[src/avs_pkg.sv]
// Package with the shared constants of the attenuator register stepper link.
package avs_pkg;
    localparam int DATA_W = 10;
    localparam int ADDR_W = 2;
    localparam int FRAME_BITS = 13;
    localparam int BIT_CNT_W = 4;
    localparam logic [DATA_W-1:0] CODE_MAX = 10'h3ff;
    localparam logic [DATA_W-1:0] REG_RESET = 10'h000;
    localparam logic [ADDR_W-1:0] REG_DIRECT = 2'h0;
    localparam logic [ADDR_W-1:0] REG_INC = 2'h1;
    localparam logic [ADDR_W-1:0] REG_DEC = 2'h2;
    localparam logic [ADDR_W-1:0] REG_COMP = 2'h3;
    localparam int COMP_EN_BIT = 9;
    localparam int COMP_OUT_BIT = 8;
    localparam logic DIR_WRITE = 1'b0;
    localparam logic DIR_READ = 1'b1;
    // Host side AHB-Lite register offsets (byte addresses).
    localparam logic [7:0] OFS_CMD = 8'h00;
    localparam logic [7:0] OFS_STATUS = 8'h04;
    localparam logic [7:0] OFS_RDATA = 8'h08;
    localparam logic [7:0] OFS_PINS = 8'h0c;
    // Command register fields.
    localparam int CMD_DATA_LSB = 0;
    localparam int CMD_ADDR_LSB = 16;
    localparam int CMD_DIR_BIT = 18;
    // Pin control register fields.
    localparam int PIN_UP_BIT = 0;
    localparam int PIN_DOWN_BIT = 1;
    localparam int PIN_MODE_BIT = 2;
    localparam int PIN_REF_BIT = 3;
    localparam logic [3:0] PINS_RESET = 4'h3;
    // Serial clock divider: half period in system clocks.
    localparam int SCLK_HALF = 8;
    localparam int DIV_W = 4;
endpackage

[src/avs_if.sv]
// Interface joining the serial link and control pins of both ends.
`timescale 1ns/1ps
interface avs_if;
    logic sclk;
    logic cs_b;
    logic sdi;
    logic sdo;
    logic sdo_oe;
    logic step_up_pin;
    logic step_down_pin;
    logic mode_pin;
    logic ref_sel_pin;
    logic comp_out_pin;

    modport device (
        input sclk, cs_b, sdi, step_up_pin, step_down_pin, mode_pin, ref_sel_pin,
        input comp_out_pin,
        output sdo, sdo_oe
    );
    modport host (
        output sclk, cs_b, sdi, step_up_pin, step_down_pin, mode_pin, ref_sel_pin,
        input sdo, sdo_oe
    );
endinterface

[src/avs_device.sv]
// Attenuator register set, serial slave and step code generator.
// Contract
// (RULE1) First frame bit: zero writes, one reads.
// (RULE2) Next two bits address one of four registers.
// (RULE3) Register zero holds the 10-bit direct code.
// (RULE4) Register one holds the 10-bit step increment.
// (RULE5) Register two holds the 10-bit step decrement.
// (RULE6) Register three D9 stores comparator enable.
// (RULE7) Register three reads enable D9, comparator D8.
// (RULE8) Mode low drives the stored direct code.
// (RULE9) Mode high derives code from step pulses.
// (RULE10) Both step pins low clears stepped code.
// (RULE11) Up pulse with down high adds increment.
// (RULE12) Down pulse with up high subtracts decrement.
// (RULE13) Stepped code saturates, never wraps.
// (RULE14) Reference select low internal, high external.
// (RULE15) Write latches on select rise, short frames dropped.
// (RULE16) Read data follows address, ten bits, then released.
// (RULE17) Stepped code clamped 0..1023; pins ignored direct.
// (RULE18) Mode changes keep both codes.
// (RULE19) Bits sampled on rising clock, MSB first.
// (RULE20) Registers and step code clear at reset.
`timescale 1ns/1ps
module avs_device
    import avs_pkg::*;
(
    // System.
    input wire logic clk,
    input wire logic rst_b,
    // Link.
    avs_if.device link,
    // Outputs to the analog side.
    output logic [avs_pkg::DATA_W-1:0] dac_code,
    output logic ext_ref_sel,
    output logic comparator_enable
);
    import avs_pkg::*;

    // ------------------------------------------------------------
    // Pin synchronisers
    // ------------------------------------------------------------
    logic [6:0] sync1;
    logic [6:0] sync2;
    // Reset matches the idle pins: select high, both step pins high, so no false edge.
    always_ff @(posedge clk or negedge rst_b) begin
        if (!rst_b) begin
            sync1 <= 7'h0e;
            sync2 <= 7'h0e;
        end else begin
            sync1 <= {link.comp_out_pin, link.ref_sel_pin, link.mode_pin,
                      link.step_down_pin, link.step_up_pin, link.cs_b, link.sdi};
            sync2 <= sync1;
        end
    end
    logic sclk_s;
    always_ff @(posedge clk or negedge rst_b) begin
        if (!rst_b) begin
            sclk_s <= 1'b0;
        end else begin
            sclk_s <= link.sclk;
        end
    end
    logic sclk_s2;
    always_ff @(posedge clk or negedge rst_b) begin
        if (!rst_b) begin
            sclk_s2 <= 1'b0;
        end else begin
            sclk_s2 <= sclk_s;
        end
    end

    wire sdi_s = sync2[0];
    wire cs_b_s = sync2[1];
    wire up_s = sync2[2];
    wire down_s = sync2[3];
    wire mode_s = sync2[4];
    wire ref_s = sync2[5];
    wire comp_s = sync2[6];

    logic sclk_d;
    logic cs_b_d;
    always_ff @(posedge clk or negedge rst_b) begin
        if (!rst_b) begin
            sclk_d <= 1'b0;
            cs_b_d <= 1'b1;
        end else begin
            sclk_d <= sclk_s2;
            cs_b_d <= cs_b_s;
        end
    end
    wire sclk_rise = sclk_s2 && !sclk_d && !cs_b_s;
    wire sclk_fall = !sclk_s2 && sclk_d && !cs_b_s;
    wire cs_rise = cs_b_s && !cs_b_d;

    // ------------------------------------------------------------
    // Serial frame
    // ------------------------------------------------------------
    logic [BIT_CNT_W-1:0] bit_cnt;
    logic [FRAME_BITS-1:0] shift_in;
    logic [DATA_W-1:0] direct_dac_code;
    logic [DATA_W-1:0] step_increment;
    logic [DATA_W-1:0] step_decrement;
    logic [DATA_W-1:0] shift_out;
    logic [BIT_CNT_W-1:0] out_left;

    wire [FRAME_BITS-1:0] next_shift_in = {shift_in[FRAME_BITS-2:0], sdi_s}; // RULE19
    wire frame_dir = shift_in[FRAME_BITS-1]; // RULE1
    wire [ADDR_W-1:0] frame_addr = shift_in[FRAME_BITS-2 -: ADDR_W]; // RULE2
    wire [DATA_W-1:0] frame_data = shift_in[DATA_W-1:0];
    wire frame_full = bit_cnt == BIT_CNT_W'(FRAME_BITS);
    wire do_write = cs_rise && frame_full && frame_dir == DIR_WRITE; // RULE15
    wire addr_done = sclk_rise && bit_cnt == BIT_CNT_W'(2);
    wire read_start = addr_done && shift_in[1] == DIR_READ; // RULE16
    wire [ADDR_W-1:0] read_addr = {shift_in[0], sdi_s};

    function automatic logic [DATA_W-1:0] reg_value(input logic [ADDR_W-1:0] a,
                                                    input logic [DATA_W-1:0] d0,
                                                    input logic [DATA_W-1:0] d1,
                                                    input logic [DATA_W-1:0] d2,
                                                    input logic en,
                                                    input logic cmp);
        case (a)
            REG_DIRECT: reg_value = d0; // RULE3
            REG_INC: reg_value = d1; // RULE4
            REG_DEC: reg_value = d2; // RULE5
            default: reg_value = {en, cmp, 8'h00}; // RULE7
        endcase
    endfunction

    wire [DATA_W-1:0] read_word = reg_value(read_addr, direct_dac_code, step_increment,
                                            step_decrement, comparator_enable, comp_s);

    always_ff @(posedge clk or negedge rst_b) begin
        if (!rst_b) begin
            bit_cnt <= '0;
            shift_in <= '0;
        end else if (cs_b_s) begin
            bit_cnt <= '0;
        end else if (sclk_rise) begin
            shift_in <= next_shift_in;
            if (!frame_full) begin
                bit_cnt <= bit_cnt + BIT_CNT_W'(1);
            end
        end
    end

    always_ff @(posedge clk or negedge rst_b) begin
        if (!rst_b) begin
            direct_dac_code <= REG_RESET; // RULE20
            step_increment <= REG_RESET;
            step_decrement <= REG_RESET;
            comparator_enable <= 1'b0;
        end else if (do_write) begin
            case (frame_addr)
                REG_DIRECT: direct_dac_code <= frame_data; // RULE3
                REG_INC: step_increment <= frame_data; // RULE4
                REG_DEC: step_decrement <= frame_data; // RULE5
                default: comparator_enable <= frame_data[COMP_EN_BIT]; // RULE6
            endcase
        end
    end

    // Output shifts on the falling serial edge so the host samples on the rising one.
    // The first bit goes out on the falling edge after the last address bit.
    always_ff @(posedge clk or negedge rst_b) begin
        if (!rst_b) begin
            shift_out <= '0;
            out_left <= '0;
            link.sdo <= 1'b0;
            link.sdo_oe <= 1'b0;
        end else if (cs_b_s) begin
            out_left <= '0; // RULE16
            link.sdo_oe <= 1'b0;
        end else if (read_start) begin
            shift_out <= read_word; // RULE16
            out_left <= BIT_CNT_W'(DATA_W + 1);
        end else if (sclk_fall && out_left != '0) begin
            out_left <= out_left - BIT_CNT_W'(1);
            if (out_left == BIT_CNT_W'(1)) begin
                link.sdo_oe <= 1'b0; // RULE16
            end else begin
                link.sdo <= shift_out[DATA_W-1]; // RULE19
                link.sdo_oe <= 1'b1;
                shift_out <= {shift_out[DATA_W-2:0], 1'b0};
            end
        end
    end

    // ------------------------------------------------------------
    // Step code
    // ------------------------------------------------------------
    logic [DATA_W-1:0] step_code;
    logic up_d;
    logic down_d;
    wire up_pulse = up_s && !up_d && down_s; // RULE11
    wire down_pulse = down_s && !down_d && up_s; // RULE12
    wire [DATA_W:0] sum = {1'b0, step_code} + {1'b0, step_increment};
    wire [DATA_W-1:0] sum_sat = sum[DATA_W] ? CODE_MAX : sum[DATA_W-1:0]; // RULE13
    wire [DATA_W-1:0] diff_sat = (step_code < step_decrement) ? REG_RESET
                               : step_code - step_decrement; // RULE17

    always_ff @(posedge clk or negedge rst_b) begin
        if (!rst_b) begin
            step_code <= REG_RESET; // RULE20
            up_d <= 1'b1;
            down_d <= 1'b1;
        end else begin
            up_d <= up_s;
            down_d <= down_s;
            if (mode_s) begin // RULE9
                if (!up_s && !down_s) begin
                    step_code <= REG_RESET; // RULE10
                end else if (up_pulse) begin
                    step_code <= sum_sat;
                end else if (down_pulse) begin
                    step_code <= diff_sat;
                end
            end
        end
    end

    // Both codes are held apart so switching modes loses neither.
    always_ff @(posedge clk or negedge rst_b) begin
        if (!rst_b) begin
            dac_code <= REG_RESET;
            ext_ref_sel <= 1'b0;
        end else begin
            dac_code <= mode_s ? step_code : direct_dac_code; // RULE8 RULE18
            ext_ref_sel <= ref_s; // RULE14
        end
    end
endmodule

[src/flat_wrapper.sv]
// flat-port wrapper written by rule: the top's interface ports become plain ports
module avs_device_flat import avs_pkg::*;
  (clk, rst_b, dac_code, ext_ref_sel, comparator_enable, link_sclk, link_cs_b, link_sdi, link_step_up_pin, link_step_down_pin, link_mode_pin, link_ref_sel_pin, link_comp_out_pin, link_sdo, link_sdo_oe);
  avs_if link_i ();
  input wire logic clk;
  input wire logic rst_b;
  output logic [avs_pkg::DATA_W-1:0] dac_code;
  output logic ext_ref_sel;
  output logic comparator_enable;
  input wire logic [$bits(link_i.sclk)-1:0] link_sclk;
  input wire logic [$bits(link_i.cs_b)-1:0] link_cs_b;
  input wire logic [$bits(link_i.sdi)-1:0] link_sdi;
  input wire logic [$bits(link_i.step_up_pin)-1:0] link_step_up_pin;
  input wire logic [$bits(link_i.step_down_pin)-1:0] link_step_down_pin;
  input wire logic [$bits(link_i.mode_pin)-1:0] link_mode_pin;
  input wire logic [$bits(link_i.ref_sel_pin)-1:0] link_ref_sel_pin;
  input wire logic [$bits(link_i.comp_out_pin)-1:0] link_comp_out_pin;
  output wire logic [$bits(link_i.sdo)-1:0] link_sdo;
  output wire logic [$bits(link_i.sdo_oe)-1:0] link_sdo_oe;
  assign link_i.sclk = link_sclk;
  assign link_i.cs_b = link_cs_b;
  assign link_i.sdi = link_sdi;
  assign link_i.step_up_pin = link_step_up_pin;
  assign link_i.step_down_pin = link_step_down_pin;
  assign link_i.mode_pin = link_mode_pin;
  assign link_i.ref_sel_pin = link_ref_sel_pin;
  assign link_i.comp_out_pin = link_comp_out_pin;
  assign link_sdo = link_i.sdo;
  assign link_sdo_oe = link_i.sdo_oe;
  avs_device u_core (.clk(clk), .rst_b(rst_b), .link(link_i), .dac_code(dac_code), .ext_ref_sel(ext_ref_sel), .comparator_enable(comparator_enable));
endmodule
[config.mk]
export PLATFORM = sky130hd
export DESIGN_NAME = avs_device_flat
export DESIGN_NICKNAME = d
export VERILOG_FILES = /design/src/avs_pkg.sv /design/src/avs_if.sv /design/src/avs_device.sv /design/src/flat_wrapper.sv
export SDC_FILE = /design/constraint.sdc
export NUM_CORES = 1
export LEC_CHECK = 0
export BUFFER_PORTS_ARGS = -buffer_cell sky130_fd_sc_hd__buf_2
export CAP_MARGIN = 30
export CORE_AREA = 5 5 100 102
export CTS_CLUSTER_DIAMETER = 60
export DETAILED_ROUTE_END_ITERATION = 8
export DIE_AREA = 0 0 105 107
export GPL_TIMING_DRIVEN = 1
export PLACE_DENSITY_LB_ADDON = 0.05
export SYNTH_ARGS = -nofsm -noshare
export SYNTH_HDL_FRONTEND = slang
export SYNTH_SLANG_ARGS = --single-unit
export TNS_END_PERCENT = 10
[constraint.sdc]
create_clock -name clk -period 3.05 [get_ports clk]
set_clock_uncertainty 0.05 [all_clocks]
set_input_delay 0.1525 -clock clk [delete_from_list [all_inputs] [get_ports clk]]
set_output_delay 0.1525 -clock clk [all_outputs]
set_load 0.005 [all_outputs]
Word-level counts from Yosys, hierarchy flattened:

Cells that the tools add are included.

* output and inout bits: 14
* logic and storage cells: 103
* register bits: 105

* bitwise logic cells: 5
* reductions and logical operators: 42
* equal/unequal tests: 10
* magnitude comparators: 1
* multiplexer cells: 20
* $add $sub $neg: 4

Operator list (count)
* 10-bit two-way mux: 9
* 10-bit one-hot mux with 3 select lines: 1
* 4-bit two-way mux: 6
* 2-bit AND reduction: 8
* 1-bit logical AND: 15
* 10-bit by 10-bit adder with 11-bit output: 1
* 10-bit < comparator: 1
* 10-bit subtractor: 1
* 1-bit zero test: 8
* 2-bit by 1-bit inequality test with 1-bit output (second input constant): 3
* 2-bit nonzero test: 3
* 3-bit nonzero test: 2
* 1-bit NOT: 5
* 4-bit by 1-bit adder with 4-bit output (second input constant): 1
* 2-bit by 1-bit == test with 1-bit output (second input constant): 2
* 2-bit == test (second input constant): 2
* 4-bit by 1-bit == test with 1-bit output (second input constant): 1
* 4-bit by 2-bit == test with 1-bit output (second input constant): 1
* 4-bit == test (second input constant): 1
* 2-bit zero test: 2
* 1-bit two-way mux: 4
* 4-bit AND reduction: 1
* 4-bit nonzero test: 1
* 4-bit by 1-bit subtractor with 4-bit output (second input constant): 1
* other kinds (2): 2

Longest topological paths before layout:

Gate-level depths: netlist of the first run.

* word-level depth: 7
* depth in mapped cells: 9

Worst setup path before layout of the first run:

OpenSTA, ideal clock, no wires.

* path type: reg-to-reg
* start point: reg u_core.step_code[0]
* end point: reg u_core.step_code[4]
* data required time: 2905 ps
* setup slack: 917 ps
* data arrival time: 1988 ps
* library setup time: 95 ps
* stages on the path, launching flop included: 10
* path buffers: 0
* path through: dfrtp_1 > inv_1 > ha_1 > fa_1 > nor2b_2 > o31ai_2 > a21o_1 > a31oi_4 > a31oi_1 > o31ai_1

* cells in the longest elaborated chain, start to end: 5
* elaborated cells between the ends (all ways): 8
* classes of those cells: add/sub (2); order compare (1); mux (5)

Ends and longest elaborated chain
* from (decl): line avs_device.sv:192 `logic [DATA_W-1:0] step_code;`
* from (signal assigned): line avs_device.sv:214 `step_code <= sum_sat;`
* from (signal assigned): line avs_device.sv:216 `step_code <= diff_sat;`
* 10-bit subtractor or 10-bit < comparator (tied branches): line avs_device.sv:200, avs_device.sv:199
* 10-bit two-way mux: line avs_device.sv:199 `wire [DATA_W-1:0] diff_sat = (step_code < step_decrement) ? REG_RESET`
* 10-bit two-way mux: line avs_device.sv:215 `end else if (down_pulse) begin`
* 10-bit two-way mux *: line avs_device.sv:213 `end else if (up_pulse) begin`
* 10-bit two-way mux *: line avs_device.sv:211 `if (!up_s && !down_s) begin`

Every way passes the cells marked *; elsewhere a longest branch is shown, timed or not. The select of a mux whose other input is x is not followed.
A chain may end at the register's enable or synchronous reset.

Final worst setup path of the first run:

* start point: reg u_core.step_code[0]
* end point: reg u_core.step_code[5]

The elaborated chain is that of the path after synthesis.

==> metrics.txt, run 1 <==
result of the run complete, no violations; critical path fanouts, max 6; Sw Share 33.7%; I/O pin count 24; average cell area after synthesis 11.9 um^2; Tightest Pin Transition 0.881 ns; Worst-Skew Late Latency 0.37 ns; largest buffer count on any clock path 2; Synth Net Count 479; fraction of the yosys area taken by sequential cells 50.5%; top post-synthesis cells by area dfrtp_1, mux2_2, ha_1; residual overflow from global routing 0; CTS root buf clkbuf_8; Worst VDD drop 0.000361 V; post-detailed-route DRC marker count 0; TritonCTS buffer count 9; FMAX between 0.4 and 0.5 GHz; sequential cell area 2640 um^2; total number of H-tree levels 3; die boundary width 105 um; fraction of synthesis flops using an asynchronous set or reset pin between 90% and 100%; antenna violations before repair 0; number of I/O port buffers 23; startpoint of the lowest-slack hold path u_core.sync1[6]; number of flops mapped to enable cells by yosys 0; worst reg2reg path depth 9; share of final-layout standard cells stronger than drive strength 1 a little over a quarter; setup repair after global routing missed its margin no; Layout Area Growth over Synthesis 10.7%; Period Utilization, post-route 79.6%; PnR Total Power approximately 3700 uW; warning count from the yosys run 0; net switching power of the design around 1200 uW; setup TNS 0 ns; PwrDens 635 nW/um^2; TritonCTS clock tree done; top_reg_cell synth dfrtp_1; drt wl/cell 17.7 um; Int Pwr 2440 uW; number of pins with negative max-slew slack in the final report 0; global-route wire length before repair 17800 um; Netlist cell types 61; Worst Setup Start Kind flip-flop; num rows 35; cell count of the worst hold path 0; Via density 5.84; Synth Register Bits 105; critical path type flip-flop to flip-flop; DR vias 3466; Starting Density 58.0%; die span in y 107 um; final hold violation count 0; sequential group share of total power 46.9%; clk sink count 105; most used standard cell by instance count after synthesis dfrtp_1; Die Outline Area approximately 11000 um^2; synth cell count leaders dfrtp_1, mux2_2, nor2_1; remaining antenna violation count after routing 0; FF-to-FF Start u_core.step_code[0]; Detailed Routing Iterations Pass 1 4; Synth Instances 441; Setup crit start u_core.step_code[0]; Slew headroom between 40% and 50%; post-cts repair resize count 0; leakage component of the power 0.00277 uW; clock group share of total power 25.1%; Setup-failing EPs final 0; final RePlAce weighted congestion 0.827; CTS clock-pin slew for the worst setup and hold paths 0.11 ns; Core Util, Final 64.1%; combined area of the multi-input logic cells 2450 um^2; cell area after placement 5480 um^2; Req. time, crit path 3.26 ns; worst hold slack approximately 0.31 ns; via count of the first global-routing pass 3524; combinational share of power around 28%; layout net count 515; Inserted Diodes 0; DRT iter0 DRCs 117; Hold/Removal Path Class flip-flop to flip-flop; global-route usage over all layers between 10% and 20%; filler instances 719; share of the synthesized area in the top cell type 45.9%; final instance area 5790 um^2; biggest area consumer among synthesized cells dfrtp_1; endpoint class of the critical path flip-flop; Arr. time, crit path 2.64 ns; final WL between 10000 and 15000 um; total of max-cap violations 0; total core area 9020 um^2; final critical-path required period 2.43 ns; synthesized area between 5000 and 6000 um^2; detailed placement HPWL 7550 um; maximum number of pins on one net before global-route repair 70
==> worst paths after layout <==
check	to	slack, ns
max	u_core.step_code[5]	0.62
min	u_core.sync2[6]	0.31
max reg2reg	u_core.step_code[5]	0.62
min reg2reg	u_core.sync2[6]	0.31
max in group asynchronous	u_core.cs_b_d	1.80
min in group asynchronous	u_core.step_code[2]	0.39
==> per-stage QoR <==
step / setup WS (ns) / std cells
final: 0.622 / 593
after global routing: 0.487 / 593
after CTS: 0.637 / 593
after detailed placement: 0.683 / 568
after global placement: 0.714 / 568
after floorplan: 0.917 / 441
==> layer usage <==
metal  vias to the layer above  track usage, %  routed length [um]
li1                       1677               -                   -
met5                         -               0                   0
met2                        58            30.9                4930
met3                        10            3.19                 274
met1                      1721            28.7                5180
met4                         0            5.48                 112
==> layout by cell type (no fill, tap or decap), drive strengths merged, types with 6 or more instances in the layout <==
master	count
a211oi	9
a21oi	24
a31oi	6
buf	30
clkbuf	9
dfrtp	96
dfstp	9
dlygate4sd3	9
ha	26
inv	23
mux2	57
mux2i	17
nand2	24
nand3	6
nor2	33
o21a	7
o21ai	19
o31ai	7
xnor2	7
==> final cells by class <==
type / count / share of cell area [%]
Inverter: 19 / 1.23
Tap cell: 111 / 2.40
Sequential cell: 105 / 45.6
Timing Repair Buffer: 39 / 4.71
Multi-Input combinational cell: 303 / 42.3
Clock buffer: 9 / 2.14
Clock inverter: 7 / 1.62
==> sequential cells by signal, summed over array words and instances, names as in the netlist, 4 cells and up <==
register	cells
u_core.step_increment	10
u_core.sync2	7
u_core.step_decrement	10
u_core.shift_out	10
u_core.sync1	7
u_core.dac_code	10
u_core.bit_cnt	4
u_core.shift_in	13
u_core.out_left	4
u_core.step_code	10
u_core.direct_dac_code	10
==> kinds of logic (layout without fill, tap and decap cells) <==
kind of cell / count (synthesis) / in the layout / synth area share (%)
AO/OA/AOI/OAI: 96 / 96 / 12.7
flip-flops: 105 / 105 / 50.5
multiplexers: 76 / 76 / 16.4
buffers and inverters: 33 / 74 / 2.73
XOR/XNOR: 12 / 12 / 2.01
adder cells (fa/ha/maj): 28 / 28 / 6.99
AND/OR/NAND/NOR: 91 / 91 / 8.73
==> repair_timing <==
action                                  CTS  global route
endpoints found under the hold margin    68             0
hold buffers                              9             0
setup buffers                             0             0
endpoints found under the setup margin    0             0
==> critical path, cell delays in order (launching register included) <==
cell and delay, ns:
dfrtp_1 0.41, inv_1 0.06, ha_1 0.23, fa_1 0.42, nor2b_2 0.15, o31ai_2 0.12, a21o_1 0.23, a31oi_4 0.28
a31oi_1 0.12, o31ai_1 0.25
==> power by group through the flow <==
| stage | registers (uW) | logic [uW] | clock network (uW) |
|---|---|---|---|
| after global placement | 1740 | 998 | 0 |
| after detailed placement | 1750 | 1020 | 0 |
| after global routing | 1750 | 1150 | 1010 |
| after floorplan | 1690 | 799 | 0 |
| after CTS | 1720 | 1030 | 953 |
| final | 1730 | 1030 | 922 |
(Power assumes the default switching activity.)
==> run 2: changes to the inputs <==
--- a/config.mk
+++ b/config.mk
@@ -5,12 +5,13 @@
 export SDC_FILE = /design/constraint.sdc
 export NUM_CORES = 1
 export LEC_CHECK = 0
+export ABC_AREA = 1
 export BUFFER_PORTS_ARGS = -buffer_cell sky130_fd_sc_hd__buf_2
 export CAP_MARGIN = 30
-export CORE_AREA = 5 5 100 102
+export CORE_AREA = 5 5 104 106
 export CTS_CLUSTER_DIAMETER = 60
 export DETAILED_ROUTE_END_ITERATION = 8
-export DIE_AREA = 0 0 105 107
+export DIE_AREA = 0 0 109 111
 export GPL_TIMING_DRIVEN = 1
 export PLACE_DENSITY_LB_ADDON = 0.05
 export SYNTH_ARGS = -nofsm -noshare
==> constraint.sdc (replaced) <==
create_clock -name clk -period 2.01 [get_ports clk]
set_clock_uncertainty 0.05 [all_clocks]
set_input_delay 0.1005 -clock clk [delete_from_list [all_inputs] [get_ports clk]]
set_output_delay 0.1005 -clock clk [all_outputs]
set_load 0.005 [all_outputs]
==> metrics.txt, run 2 <==
Die Outline Area 12100 um^2; Detailed Routing Iterations Pass 1 4; maximum number of pins on one net before global-route repair 45; commonest cells after routing, fill and taps aside nand2_1, dfrtp_1, inv_1; largest buffer count on any clock path 2; worst path setup slack after routing 0.0655 ns; Slew headroom 51.1%; final critical-path required period approximately 1.9 ns; residual overflow from global routing 0; critical path type flip-flop to flip-flop; met3 wire length 749 um; worst setup slack before clock tree synthesis -0.0675 ns; total routed wire length on the met1 layer 6700 um; number of pins with negative max-slew slack in the final report 0; total number of H-tree levels 3; final hold violation count 0; number of flops mapped to enable cells by yosys 0; endpoint class of the critical path flip-flop; antenna violations before repair 0; fraction of the yosys area taken by sequential cells 49.8%; Synth Register Bits 105; DR vias 4480; FMAX 0.514 GHz; most used standard cell by instance count after synthesis nand2_1; leakage component of the power 0.00303 uW; Inserted Diodes 0; Hold/Removal Path Class input port to async pin; DRT iter0 DRCs 370; Via density 5.33; worst hold slack 0.132 ns; biggest area consumer among synthesized cells dfrtp_1; die span in y 111 um; num rows 36; biggest cell delay along the critical path 0.41 ns; Layout Area Growth over Synthesis 17.0%; via count of the first global-routing pass approximately 4400; Tightest Pin Transition around 0.73 ns; Cell Chain, Critical Path ha_2 > fa_2 > buf_4 > nand3_1 > nand3_2 > nand4_1 > nand2_1 > nand2_1 > nand3_1 > nand3_1 > nand2_1; uppermost signal routing layer after detailed routing met4; top_reg_cell synth dfrtp_1; cell with the largest stage delay on the worst path dfrtp_1; post-detailed-route DRC marker count 0; I/O pin count 24; global-route usage over all layers 24.9%; critical path fanouts, max 2; Period Utilization, post-route 96.7%; total of max-cap violations 0; detailed placement HPWL about 10000 um; clk sink count 105; layout net count 741; most frequent standard cell in the layout excluding fill and tap cells nand2_1; Worst Setup Start Kind flip-flop; fraction of synthesis flops using an asynchronous set or reset pin 100%; PwrDens roughly 960 nW/um^2; global-route wire length before repair around 23000 um; Starting Density between 50% and 60%; synth cell count leaders nand2_1, dfrtp_1, inv_1; warning count from the yosys run 0; final RePlAce weighted congestion 0.917; number of I/O port buffers 23; total core area approximately 9700 um^2; average cell area after synthesis 8.26 um^2; Worst-Skew Late Latency 0.38 ns; met2 routed wirelength 6260 um; Core Util, Final 64.1%; flip-flop count of the largest register after layout 13; Netlist cell types 34; Worst VDD drop 0.000662 V; TritonCTS buffer count 9; Largest Register u_core.shift_in; TritonCTS clock tree done; share of final-layout standard cells stronger than drive strength 1 17.1%; top post-synthesis cells by area dfrtp_1, nand2_1, ha_1; CTS root buf clkbuf_8; remaining antenna violation count after routing 0; Arr. time, crit path around 2.2 ns; CTS clock-pin slew for the worst setup and hold paths ~0.10 ns; Synth Net Count between 600 and 700; setup repair after global routing missed its margin yes; share of the synthesized area in the top cell type 45.3%; Req. time, crit path approximately 2.2 ns; result of the run complete, no violations; setup TNS 0 ns; drt wl/cell 16.7 um; synthesized area 5300 um^2; Setup-failing EPs final 0; die boundary width 109 um; Synth Instances 642; final WL 14000 um
## run 2: power by group
group          total, uW  internal, uW  switching [uW]
sequential          2600          2380             223
combinational       1980           758            1230
clock               1360           621             735
total               5950          3760            2180
## run 2: cells by family (layout without fill, tap and decap cells)
family / count (synthesis) / in the layout / synth area share (%)
AOI/OAI and AO/OA: 109 / 109 / 11.3
and+or+nand+nor: 303 / 305 / 24.2
xor gates and xnor gates: 9 / 9 / 1.49
adders and majority gates: 28 / 28 / 6.89
DFF: 105 / 105 / 49.8
buffers and inverters: 88 / 152 / 6.40
## run 2: final cells by class
class,instances,area (um^2)
sequential,105,2640
tap,133,166
timing repair buffer,61,450
fill,848,3480
clock inverter,5,62.6
inverter,75,282
multi-input combinational,451,2460
clock buffer,11,141
## run 2: worst paths after layout
kind | from | to | slack [ns] | cells past startpoint
worst max-delay path | u_core.step_code[0] | u_core.step_code[8] | 0.07 | 11
worst min register to register | u_core.sync1[0] | u_core.sync2[0] | 0.31 | 0
max in group asynchronous | rst_b | u_core.sync2[1] | 1.15 | 3
worst max register to register | u_core.step_code[0] | u_core.step_code[8] | 0.07 | 11
min in group clk | link_sdi | u_core.sync1[0] | 0.30 | 2
worst min-delay path | rst_b | u_core.step_code[1] | 0.13 | 2
## run 2: worst max-delay path, delay by kind of cell, from the launching register on
kind / cells / cell delay [ns]
and+or+nand+nor: 8 / 0.66
adders and majority gates: 2 / 0.56
DFF: 1 / 0.41
buffers and inverters: 1 / 0.15
## run 2: routing by layer
metal	GRT usage, %	up-vias
met5	0	-
met4	7.74	0
met3	6.46	23
met2	36.4	125
met1	36.2	2126
li1	-	2206
## run 2: stage by stage
| stage | cell area, um^2 | std cells | power [uW] |
|---|---|---|---|
| after global routing | 6200 | 841 | 6380 |
| final | 6200 | 841 | 5950 |
| after floorplan | 5300 | 642 | 3830 |
| after CTS | 6060 | 838 | 5780 |
| after global placement | 5750 | 811 | 4370 |
| after detailed placement | 5750 | 811 | 4410 |
## run 2: repair_timing
| action | CTS | global route |
|---|---|---|
| hold buffers | 9 | 0 |
| endpoints found under the hold margin | 110 | 0 |
| gates cloned | 1 | 1 |
| setup endpoints to repair | 8 | 10 |
| gates resized for setup | 4 | 33 |
| pin swaps | 1 | 6 |
| buffers inserted | 1 | 2 |
